**src/rtl/irc_consts.svh**
```systemverilog
// Purpose: Offsets, field positions, reset values and codes of the receive filter
// Assumes: Included by bare name from every design file that needs it
// Notes:   Definitions only
`ifndef IRC_CONSTS_SVH
`define IRC_CONSTS_SVH

// Register map, byte addresses
`define IRC_MATCH_BASE     16'h410C
`define IRC_CTRL_BASE      16'h4100
`define IRC_CTX_STRIDE     16'h0020
`define IRC_NUM_CTX        4

// Filter register fields
`define IRC_TAG_HI         31
`define IRC_TAG_LO         28
`define IRC_RSVD_HI_BIT    27
`define IRC_START_HI       26
`define IRC_START_LO       12
`define IRC_SYNC_HI        11
`define IRC_SYNC_LO        8
`define IRC_RSVD_LO_BIT    7
`define IRC_SYNC_RESTRICT  6
`define IRC_CHAN_HI        5
`define IRC_CHAN_LO        0
`define IRC_MATCH_WMASK    32'hF7FF_FF7F
`define IRC_MATCH_RESET    32'h0000_0000

// Context control fields
`define IRC_CTRL_CYCLE_EN  29
`define IRC_CTRL_RUN       15
`define IRC_CTRL_ACTIVE    10
`define IRC_CTRL_WAITING   9

// Descriptor wait and packet codes
`define IRC_WAIT_SYNC      2'h3
`define IRC_TAG_ONE        2'h1
`define IRC_SYNC_TOP_CLEAR 2'h0

// Buffered word layout: mask, channel, tag, sync
`define IRC_WORD_W         16

`endif

```
**src/rtl/irc_pkg.sv**
```systemverilog
// Purpose: Types shared by the receive filter files
// Assumes: Constants come from irc_consts.svh
// Notes:   Types only
package irc_pkg;

  // Start-of-reception sequencing per context
  typedef enum logic [1:0] {
    IRC_IDLE       = 2'b00,
    IRC_WAIT_CYCLE = 2'b01,
    IRC_RECEIVE    = 2'b10
  } irc_ctx_state_t;

endpackage

```
**src/rtl/irc_filter.sv**
```systemverilog
// Purpose: Acceptance decision of one receive context for one packet
// Assumes: All inputs stable in the cycle the packet is offered
// Notes:   Purely combinational
`timescale 1ns/1ps
`include "irc_consts.svh"

module irc_filter (
  input  wire logic [3:0] accept_tags,
  input  wire logic       one_tag_sync_restrict,
  input  wire logic [5:0] accepted_channel,
  input  wire logic [3:0] sync_value,
  input  wire logic       sync_wait,
  input  wire logic       receiving,
  input  wire logic [5:0] pkt_channel,
  input  wire logic [1:0] pkt_tag,
  input  wire logic [3:0] pkt_sync,
  output logic            accept
);
  logic tag_ok;
  logic restrict_ok;
  logic sync_ok;
  logic chan_ok;

  // Individual conditions
  always_comb begin
    tag_ok      = accept_tags[pkt_tag];
    restrict_ok = 1'b1;
    if (one_tag_sync_restrict && (pkt_tag == `IRC_TAG_ONE)) begin
      restrict_ok = (pkt_sync[3:2] == `IRC_SYNC_TOP_CLEAR);
    end
    sync_ok = !sync_wait || (pkt_sync == sync_value);
    chan_ok = (pkt_channel == accepted_channel);
    accept  = receiving && tag_ok && restrict_ok && sync_ok && chan_ok;
  end
endmodule

```
**src/rtl/irc_skid.sv**
```systemverilog
// Purpose: Two-entry buffer with valid and ready on both sides
// Assumes: Single clock, synchronous active-high reset
// Notes:   All outputs come straight from flip-flops
`timescale 1ns/1ps

module irc_skid #(
  parameter int WIDTH = 16
) (
  input  wire logic             core_clk,
  input  wire logic             reset,
  input  wire logic             in_valid,
  output logic                  in_ready,
  input  wire logic [WIDTH-1:0] in_data,
  output logic                  out_valid,
  input  wire logic             out_ready,
  output logic      [WIDTH-1:0] out_data
);
  logic             skid_valid_q;
  logic [WIDTH-1:0] skid_data_q;
  logic             push;
  logic             pop;

  assign push = in_valid && in_ready;
  assign pop  = out_valid && out_ready;

  // Front entry feeds the consumer
  always_ff @(posedge core_clk) begin
    if (reset) begin
      out_valid <= 1'b0;
      out_data  <= '0;
    end else if (!out_valid || pop) begin
      if (skid_valid_q) begin
        out_valid <= 1'b1;
        out_data  <= skid_data_q;
      end else begin
        out_valid <= push;
        if (push) begin
          out_data <= in_data;
        end
      end
    end
  end

  // Second entry catches a word during a stall
  always_ff @(posedge core_clk) begin
    if (reset) begin
      skid_valid_q <= 1'b0;
      skid_data_q  <= '0;
      in_ready     <= 1'b0;
    end else begin
      if (skid_valid_q && (!out_valid || pop)) begin
        skid_valid_q <= 1'b0;
        in_ready     <= 1'b1;
      end else if (push && out_valid && !pop) begin
        skid_valid_q <= 1'b1;
        skid_data_q  <= in_data;
        in_ready     <= 1'b0;
      end else begin
        in_ready <= !skid_valid_q;
      end
    end
  end
endmodule

```
**src/rtl/irc_match.sv**
```systemverilog
// Purpose: Isochronous receive acceptance filter for four receive contexts
// Assumes: Packet headers offered with valid/ready; cycle timer fields are live
// Notes:   Registers on an Avalon-MM slave with waitrequest, one wait state
//
// Contract
// - Bits 31..28 enable tags 11b, 10b, 01b, 00b per context.
// - Filter register bits 27 and 7 always read zero.
// - Bits 26..12 hold two seconds bits and the 13-bit cycle count.
// - With cycle start enabled, reception begins when timer equals start value.
// - Sync field compared with packet sync while descriptor wait is 11b.
// - Restrict bit plus tag 01b enable: accept only sync top bits 00b.
// - The sync restriction leaves packets of other tags untouched.
// - Accept only packets whose channel equals the 6-bit channel field.
// - Four contexts, filter registers spaced 32 bytes apart.
// - Run bit is set and cleared by software; hardware only resets it.
`timescale 1ns/1ps
`include "irc_consts.svh"

module irc_match (
  input  wire logic        core_clk,
  input  wire logic        reset,
  // Avalon-MM register slave
  input  wire logic [15:0] avs_address,
  input  wire logic [3:0]  avs_byteenable,
  input  wire logic        avs_read,
  input  wire logic        avs_write,
  input  wire logic [31:0] avs_writedata,
  output logic      [31:0] avs_readdata,
  output logic             avs_waitrequest,
  // Bus cycle timer
  input  wire logic [1:0]  timer_seconds_field,
  input  wire logic [12:0] timer_cycle_field,
  // Wait field of each context's active descriptor, two bits per context
  input  wire logic [7:0]  descriptor_wait_field,
  // Incoming packet headers from the link
  input  wire logic        pkt_valid,
  output logic             pkt_ready,
  input  wire logic [5:0]  pkt_channel,
  input  wire logic [1:0]  pkt_tag,
  input  wire logic [3:0]  pkt_sync,
  // Accepted packets toward the DMA side
  output logic             out_valid,
  input  wire logic        out_ready,
  output logic [3:0]       out_context_mask,
  output logic [5:0]       out_channel,
  output logic [1:0]       out_tag,
  output logic [3:0]       out_sync
);

  localparam int NCTX = `IRC_NUM_CTX;

  // Address decode against a per-context register bank
  function automatic logic [2:0] irc_decode(input logic [15:0] addr,
                                            input logic [15:0] base);
    logic [15:0] off;
    logic [2:0]  res;
    res = 3'h0;
    off = addr - base;
    if ((addr >= base) && (off[4:0] == 5'h00) && (off[15:5] < 11'(NCTX))) begin
      res = {1'b1, off[6:5]};
    end
    return res;
  endfunction

  // Byte-lane merge with a mask of writable bits
  function automatic logic [31:0] irc_merge(input logic [31:0] old,
                                            input logic [31:0] wdata,
                                            input logic [3:0]  be,
                                            input logic [31:0] wmask);
    logic [31:0] lanes;
    lanes = {{8{be[3]}}, {8{be[2]}}, {8{be[1]}}, {8{be[0]}}} & wmask;
    return (old & ~lanes) | (wdata & lanes);
  endfunction

  // Register state
  logic [31:0] match_q [NCTX];
  logic [NCTX-1:0] run_q;
  logic [NCTX-1:0] cycle_en_q;
  irc_pkg::irc_ctx_state_t state_q [NCTX];
  logic [NCTX-1:0] accept;
  logic [NCTX-1:0] active;
  logic [NCTX-1:0] waiting;
  logic [14:0]     timer_now;

  // Bus handshake
  logic        req;
  logic        take;
  logic [2:0]  match_hit;
  logic [2:0]  ctrl_hit;
  logic [31:0] ctrl_word;
  logic [31:0] match_word;
  logic [31:0] rd_d;

  // Buffer wiring
  logic                     buf_in_valid;
  logic [`IRC_WORD_W-1:0]   buf_in_data;
  logic [`IRC_WORD_W-1:0]   buf_out_data;

  assign timer_now = {timer_seconds_field, timer_cycle_field};
  assign req       = avs_read || avs_write;
  assign take      = req && !avs_waitrequest;
  assign match_hit = irc_decode(avs_address, `IRC_MATCH_BASE);
  assign ctrl_hit  = irc_decode(avs_address, `IRC_CTRL_BASE);

  // One wait state: low for exactly one cycle per request
  always_ff @(posedge core_clk) begin
    if (reset) begin
      avs_waitrequest <= 1'b1;
    end else begin
      avs_waitrequest <= !(req && avs_waitrequest);
    end
  end

  // Readback of the addressed register
  always_comb begin
    match_word = match_q[match_hit[1:0]] & `IRC_MATCH_WMASK;
    ctrl_word  = 32'h0000_0000;
    ctrl_word[`IRC_CTRL_CYCLE_EN] = cycle_en_q[ctrl_hit[1:0]];
    ctrl_word[`IRC_CTRL_RUN]      = run_q[ctrl_hit[1:0]];
    ctrl_word[`IRC_CTRL_ACTIVE]   = active[ctrl_hit[1:0]];
    ctrl_word[`IRC_CTRL_WAITING]  = waiting[ctrl_hit[1:0]];
    if (match_hit[2]) begin
      rd_d = match_word;
    end else if (ctrl_hit[2]) begin
      rd_d = ctrl_word;
    end else begin
      rd_d = 32'h0000_0000; // Unmapped reads as zero
    end
  end

  // Read data captured while the wait state is shown
  always_ff @(posedge core_clk) begin
    if (reset) begin
      avs_readdata <= 32'h0000_0000;
    end else if (avs_read && avs_waitrequest) begin
      avs_readdata <= rd_d;
    end
  end

  // Per-context registers, sequencer and filter
  genvar g;
  generate
    for (g = 0; g < NCTX; g++) begin : g_ctx
      logic [31:0] ctrl_new;
      logic        timer_hit;
      logic        sync_wait;

      assign ctrl_new  = irc_merge({2'h0, cycle_en_q[g], 13'h0000, run_q[g], 15'h0000},
                                   avs_writedata, avs_byteenable, 32'hFFFF_FFFF);
      assign timer_hit = (timer_now == match_q[g][`IRC_START_HI:`IRC_START_LO]);
      assign sync_wait = (descriptor_wait_field[2*g+1 -: 2] == `IRC_WAIT_SYNC);
      assign active[g]  = (state_q[g] != irc_pkg::IRC_IDLE);
      assign waiting[g] = (state_q[g] == irc_pkg::IRC_WAIT_CYCLE);

      // Filter register write, reserved bits never stored
      always_ff @(posedge core_clk) begin
        if (reset) begin
          match_q[g] <= `IRC_MATCH_RESET;
        end else if (take && avs_write && match_hit[2] && (match_hit[1:0] == 2'(g))) begin
          match_q[g] <= irc_merge(match_q[g], avs_writedata, avs_byteenable,
                                  `IRC_MATCH_WMASK);
        end
      end

      // Control write; hardware never alters run except by reset
      always_ff @(posedge core_clk) begin
        if (reset) begin
          run_q[g]      <= 1'b0;
          cycle_en_q[g] <= 1'b0;
        end else if (take && avs_write && ctrl_hit[2] && (ctrl_hit[1:0] == 2'(g))) begin
          run_q[g]      <= ctrl_new[`IRC_CTRL_RUN];
          cycle_en_q[g] <= ctrl_new[`IRC_CTRL_CYCLE_EN];
        end
      end

      // Start sequencing: idle, waiting for start cycle, receiving
      always_ff @(posedge core_clk) begin
        if (reset) begin
          state_q[g] <= irc_pkg::IRC_IDLE;
        end else begin
          case (state_q[g])
            irc_pkg::IRC_IDLE: begin
              if (run_q[g]) begin
                if (cycle_en_q[g]) begin
                  state_q[g] <= irc_pkg::IRC_WAIT_CYCLE;
                end else begin
                  state_q[g] <= irc_pkg::IRC_RECEIVE;
                end
              end
            end
            irc_pkg::IRC_WAIT_CYCLE: begin
              if (!run_q[g]) begin
                state_q[g] <= irc_pkg::IRC_IDLE;
              end else if (timer_hit) begin
                state_q[g] <= irc_pkg::IRC_RECEIVE;
              end
            end
            irc_pkg::IRC_RECEIVE: begin
              if (!run_q[g]) begin
                state_q[g] <= irc_pkg::IRC_IDLE;
              end
            end
            default: begin
              state_q[g] <= irc_pkg::IRC_IDLE;
            end
          endcase
        end
      end

      // Acceptance decision for this context
      irc_filter u_filter (
        .accept_tags           (match_q[g][`IRC_TAG_HI:`IRC_TAG_LO]),
        .one_tag_sync_restrict (match_q[g][`IRC_SYNC_RESTRICT]),
        .accepted_channel      (match_q[g][`IRC_CHAN_HI:`IRC_CHAN_LO]),
        .sync_value            (match_q[g][`IRC_SYNC_HI:`IRC_SYNC_LO]),
        .sync_wait             (sync_wait),
        .receiving             (state_q[g] == irc_pkg::IRC_RECEIVE),
        .pkt_channel           (pkt_channel),
        .pkt_tag               (pkt_tag),
        .pkt_sync              (pkt_sync),
        .accept                (accept[g])
      );
    end
  endgenerate

  // Rejected packets are consumed and dropped; accepted ones are buffered
  assign buf_in_valid = pkt_valid && (|accept);
  assign buf_in_data  = {accept, pkt_channel, pkt_tag, pkt_sync};

  // Two-entry buffer keeps words during a receiver stall
  irc_skid #(
    .WIDTH (`IRC_WORD_W)
  ) u_skid (
    .core_clk  (core_clk),
    .reset     (reset),
    .in_valid  (buf_in_valid),
    .in_ready  (pkt_ready),
    .in_data   (buf_in_data),
    .out_valid (out_valid),
    .out_ready (out_ready),
    .out_data  (buf_out_data)
  );

  // Fields of the buffered word
  assign out_context_mask = buf_out_data[15:12];
  assign out_channel      = buf_out_data[11:6];
  assign out_tag          = buf_out_data[5:4];
  assign out_sync         = buf_out_data[3:0];

endmodule

```
**config.mk**
```make
export PLATFORM = sky130hd
export DESIGN_NAME = irc_match
export DESIGN_NICKNAME = d
export VERILOG_FILES = /design/src/rtl/irc_pkg.sv /design/src/rtl/irc_filter.sv /design/src/rtl/irc_skid.sv /design/src/rtl/irc_match.sv
export VERILOG_INCLUDE_DIRS = /design/src /design/src/rtl
export SDC_FILE = /design/constraint.sdc
export NUM_CORES = 1
export LEC_CHECK = 0
export ABC_AREA = 1
export BUFFER_PORTS_ARGS = -buffer_cell sky130_fd_sc_hd__clkbuf_2
export CORE_ASPECT_RATIO = 1.4
export CORE_MARGIN = 5
export CORE_UTILIZATION = 45
export DETAILED_ROUTE_END_ITERATION = 10
export SYNTH_ARGS = -nofsm -noshare
export SYNTH_HDL_FRONTEND = slang
export SYNTH_SLANG_ARGS = --single-unit
```
**constraint.sdc**
```tcl
create_clock -name core_clk -period 2.81 [get_ports core_clk]
set_clock_uncertainty 0.2 [all_clocks]
set_input_delay 0.281 -clock core_clk [delete_from_list [all_inputs] [get_ports core_clk]]
set_output_delay 0.281 -clock core_clk [all_outputs]
set_load 0.005 [all_outputs]
```
==> metrics.log <==
[metrics] Tightest Hold Check Type: in -> reg
[metrics] Sum Neg Setup Slack: 0 ps
[metrics] initial core utilization: 45.61%
[metrics] fraction of layout instances using a drive strength above 1: 14.85%
[metrics] commonest cells after routing, fill and taps aside: sky130_fd_sc_hd__nand2_1, sky130_fd_sc_hd__nor2_1, sky130_fd_sc_hd__a21oi_1
[metrics] die width: 145.6 um
[metrics] Syn-to-layout area delta: 16.10%
[metrics] largest family of logic cells by synthesized area: simple AND/OR/NAND/NOR gates
[metrics] area share of and/or/nand/nor cells after synthesis: 28.95%
[metrics] final cell count without fillers: 2024
[metrics] Critical path origin: pkt_tag[0]
[metrics] die height: 199.8 um
[metrics] Top FF cell, synth: sky130_fd_sc_hd__edfxtp_1
[metrics] fraction of power spent switching nets: 25.53%
[metrics] internal power summed over all cells: 4.956 mW
[metrics] summed area of non-filler cells in the final layout: 13440 um^2
[metrics] number of buffers added by the clock tree synthesis step: 21
[metrics] maximum number of pins on one net before global-route repair: 34
[metrics] proportion of power drawn by flip-flops and latches: 49.5%
[metrics] share of the clock period used by the worst path after layout: 90.29%
[metrics] post-detail-place hpwl: 27120 um
[metrics] Synth Area per Inst: 7.517 um^2
[metrics] nets: 1782
[metrics] post-synthesis sequential area ratio: 46.00%
[metrics] DRC marker count from the first detailed-route iteration: 605
[metrics] critical path startpoint category: input port
[metrics] area share of fa/ha/maj cells after synthesis: 0%
[metrics] required time at the worst-slack endpoint: 3000 ps
[metrics] average routed wire per standard cell: 17.94 um
[metrics] number of global-route vias before repair: 10312
[metrics] Die Area: 29080 um^2
[metrics] number of antenna violations at the first check in global routing: 1
[metrics] register area: 5325 um^2
[metrics] Final Core Density: 52.95%
[metrics] number of detailed-routing iterations run before antenna repair: 5
[metrics] number of vias per cell: 5.295
[metrics] Logic pwr share: 10.0%
[metrics] worst r2r path cells: 13
[metrics] gr usage total: 24.00%
[metrics] fraction of synthesized area in multiplexers: 0%
[metrics] most common library cell in the layout ignoring fill and taps: sky130_fd_sc_hd__nand2_1
[metrics] worst-case setup slack after placement: 294.7 ps
[metrics] Worst Slack Setup Final: 272.8 ps
[metrics] CP Capture Type: flip-flop
[metrics] area fraction in compound gates after synthesis: 12.00%
[metrics] Worst Hold Slack: 24.49 ps
[metrics] number of maximum-capacitance violations: 0
[metrics] number of max-slew violations in the final report: 0
[metrics] flop2flop setup slack: 550 ps
[metrics] sum of routed wire length over all layers: 36310 um
[metrics] Remaining DRCs: 0
[metrics] routability cong.: 0.9835
[metrics] Num Clock Sinks: 202
[metrics] startpoint-to-endpoint class of the critical path: in -> reg
[metrics] DP Cell Count: 1972
[metrics] Ys Warns: 0
[metrics] FMAX: 0.3941 GHz
[metrics] antenna-violating nets left: 0
[metrics] LEAKAGE: 6.003 nW
[metrics] capturing instance or port of the critical path: u_skid.skid_data_q[15]$_SDFFE_PP0P_
[metrics] post-synthesis cell count: 1540
[metrics] post-detailed-placement cell area: 12660 um^2
[metrics] Hold Vio Cnt, Final: 0
[metrics] shortest clock period the worst path allows after layout: 2537 ps
[metrics] FF-to-FF End: u_skid.skid_data_q[15]$_SDFFE_PP0P_
[metrics] data arrival time of the critical path: 2730 ps
[metrics] post-synthesis async set-or-reset flop share: 0%
[metrics] synthesized area: 11580 um^2
[metrics] clock network fraction of design power: 40.5%
[metrics] CTS tree: yes
[metrics] Post-synth EDFFs: 128
[metrics] switching power: 1.699 mW
[metrics] fill cell instance count of the final layout: 2533
[metrics] area of combinational cells with multiple inputs: 5316 um^2
[metrics] buffer depth of the longest clock path: 3
[metrics] boundary pin count: 144
[metrics] setup repair after global routing missed its margin: no
[metrics] flop and latch count out of synthesis: 202
[metrics] FF-to-FF Start: match_q[3][4]$_SDFFCE_PN0P_
[metrics] Post-CTS Setup Repair Bufs: 0
[metrics] first-pass GRT wire length: 55720 um
[metrics] core outline area: 25380 um^2
[metrics] Clock Root Buffer: sky130_fd_sc_hd__clkbuf_16
[metrics] worst relative slew slack: 61.14%
[metrics] maximum net fanout on the critical path: 11
[metrics] worst ir drop on vdd: 0.4778 mV
[metrics] Power Density: 495.2 nW/um^2
[metrics] via total after detailed routing: 10717
[metrics] Clock Latency Late Sink: 510 ps
[metrics] clock-pin slew on the worst setup and hold paths: 60 ps
[metrics] Power Total: 6.655 mW
[metrics] transition time at the pin with the least slew margin: 574.8 ps
[metrics] GRT Residual Overflow: 0
[metrics] count of distinct cell types in the synthesized netlist: 50
[metrics] H-tree depth: 1
[metrics] post-synthesis share of cell area spent on xor and xnor gates: 4.918%
[metrics] Cell Rows: 69
[metrics] Setup Viol. Count Final: 0
[metrics] status: completed
[metrics] number of port buffers: 139
-- power by group through the flow --
| stage | logic [mW] | registers, mW | clock network (mW) |
|---|---|---|---|
| after CTS | 0.671 | 3.29 | 2.74 |
| after global routing | 0.738 | 3.30 | 2.89 |
| final | 0.669 | 3.29 | 2.69 |
| after detailed placement | 0.653 | 3.36 | 0 |
| after floorplan | 0.402 | 3.33 | 0 |
| after global placement | 0.648 | 3.35 | 0 |
-- cell usage after synthesis, drive strengths merged, types with 4 or more instances --
master    n  share of area (%)
or2       9               0.49
inv     144                4.7
a31oi     5               0.27
nor2    268                9.1
o21ai    82                3.6
xor2     33                2.5
dfxtp    74                 13
nand3    73                3.2
a21oi   164                7.2
nor3      9               0.53
o211ai    4               0.26
nor4     12               0.76
nand4    27                1.6
clkbuf   34                1.1
buf      39                2.3
xnor2    32                2.4
nand2   386                 13
edfxtp  128                 33
-- repair_timing --
item / CTS / global route
hold buffers: 13 / 0
hold endpoints to repair: 19 / 0
resized for setup: 0 / 0
-- cell families (layout without fill, tap and decap cells) --
logic type      count (synthesis)  in the layout
simple gates                  791            791
compound gates                264            264
xor+xnor                       65             65
buf+inv                       217            380
flops                         202            202
other cells                     1              3
-- area by class of cell --
type / count / share of cell area [%]
diodes: 1 / 0.01862
clock buffers: 27 / 4.152
clock inverters: 11 / 0.6516
inverters: 144 / 4.040
multi-input cells: 1122 / 39.55
flip-flops and latches: 202 / 39.62
well taps: 319 / 2.970
repair buffers: 198 / 8.993
-- flip-flops by register name, summed over array words and instances (netlist names), named ones only --
register / cells
u_skid.skid_valid_q: 1
u_skid.skid_data_q: 16
u_skid.in_ready: 1
u_skid.out_valid: 1
state_q: 8
match_q: 120
avs_waitrequest: 1
avs_readdata: 30
u_skid.out_data: 16
-- critical path: stages --
cell	delay (ps)
sky130_fd_sc_hd__dlygate4sd3_1	570
sky130_fd_sc_hd__clkbuf_2	190
sky130_fd_sc_hd__inv_2	190
sky130_fd_sc_hd__nand2_1	80
sky130_fd_sc_hd__nand3_1	70
sky130_fd_sc_hd__nand2_1	110
sky130_fd_sc_hd__nor3_1	210
sky130_fd_sc_hd__nand3_1	210
sky130_fd_sc_hd__nand2_1	170
sky130_fd_sc_hd__o21ai_4	90
sky130_fd_sc_hd__nor2_4	230
sky130_fd_sc_hd__buf_12	160
sky130_fd_sc_hd__nand2_1	50
sky130_fd_sc_hd__nand2_1	70
sky130_fd_sc_hd__a21oi_2	30
-- layer usage --
| metal | wire (um) | up-vias | track usage [%] |
|---|---|---|---|
| met5 | 0 | - | 0 |
| met4 | 1626 | 0 | 10.51 |
| met3 | 1883 | 95 | 2.687 |
| met2 | 19040 | 333 | 45.54 |
| met1 | 13760 | 4960 | 27.22 |
| li1 | - | 5329 | - |
-- how the worst min path moves through the flow --
stage                                   startpoint                                   to  cells after the start
4_1_cts                                pkt_sync[1]   u_skid.skid_data_q[1]$_SDFFE_PP0P_                      3
5_1_grt                                pkt_sync[0]   u_skid.skid_data_q[0]$_SDFFE_PP0P_                      3
3_5_place_dp   u_skid.skid_data_q[13]$_SDFFE_PP0P_  u_skid.skid_data_q[13]$_SDFFE_PP0P_                      2
6_report                               pkt_sync[1]   u_skid.skid_data_q[1]$_SDFFE_PP0P_                      3
3_3_place_gp   u_skid.skid_data_q[15]$_SDFFE_PP0P_  u_skid.skid_data_q[15]$_SDFFE_PP0P_                      2
2_1_floorplan                            avs_write           avs_waitrequest$_SDFF_PP1_                      1
Note: power is estimated with default switching activity, not from simulation.
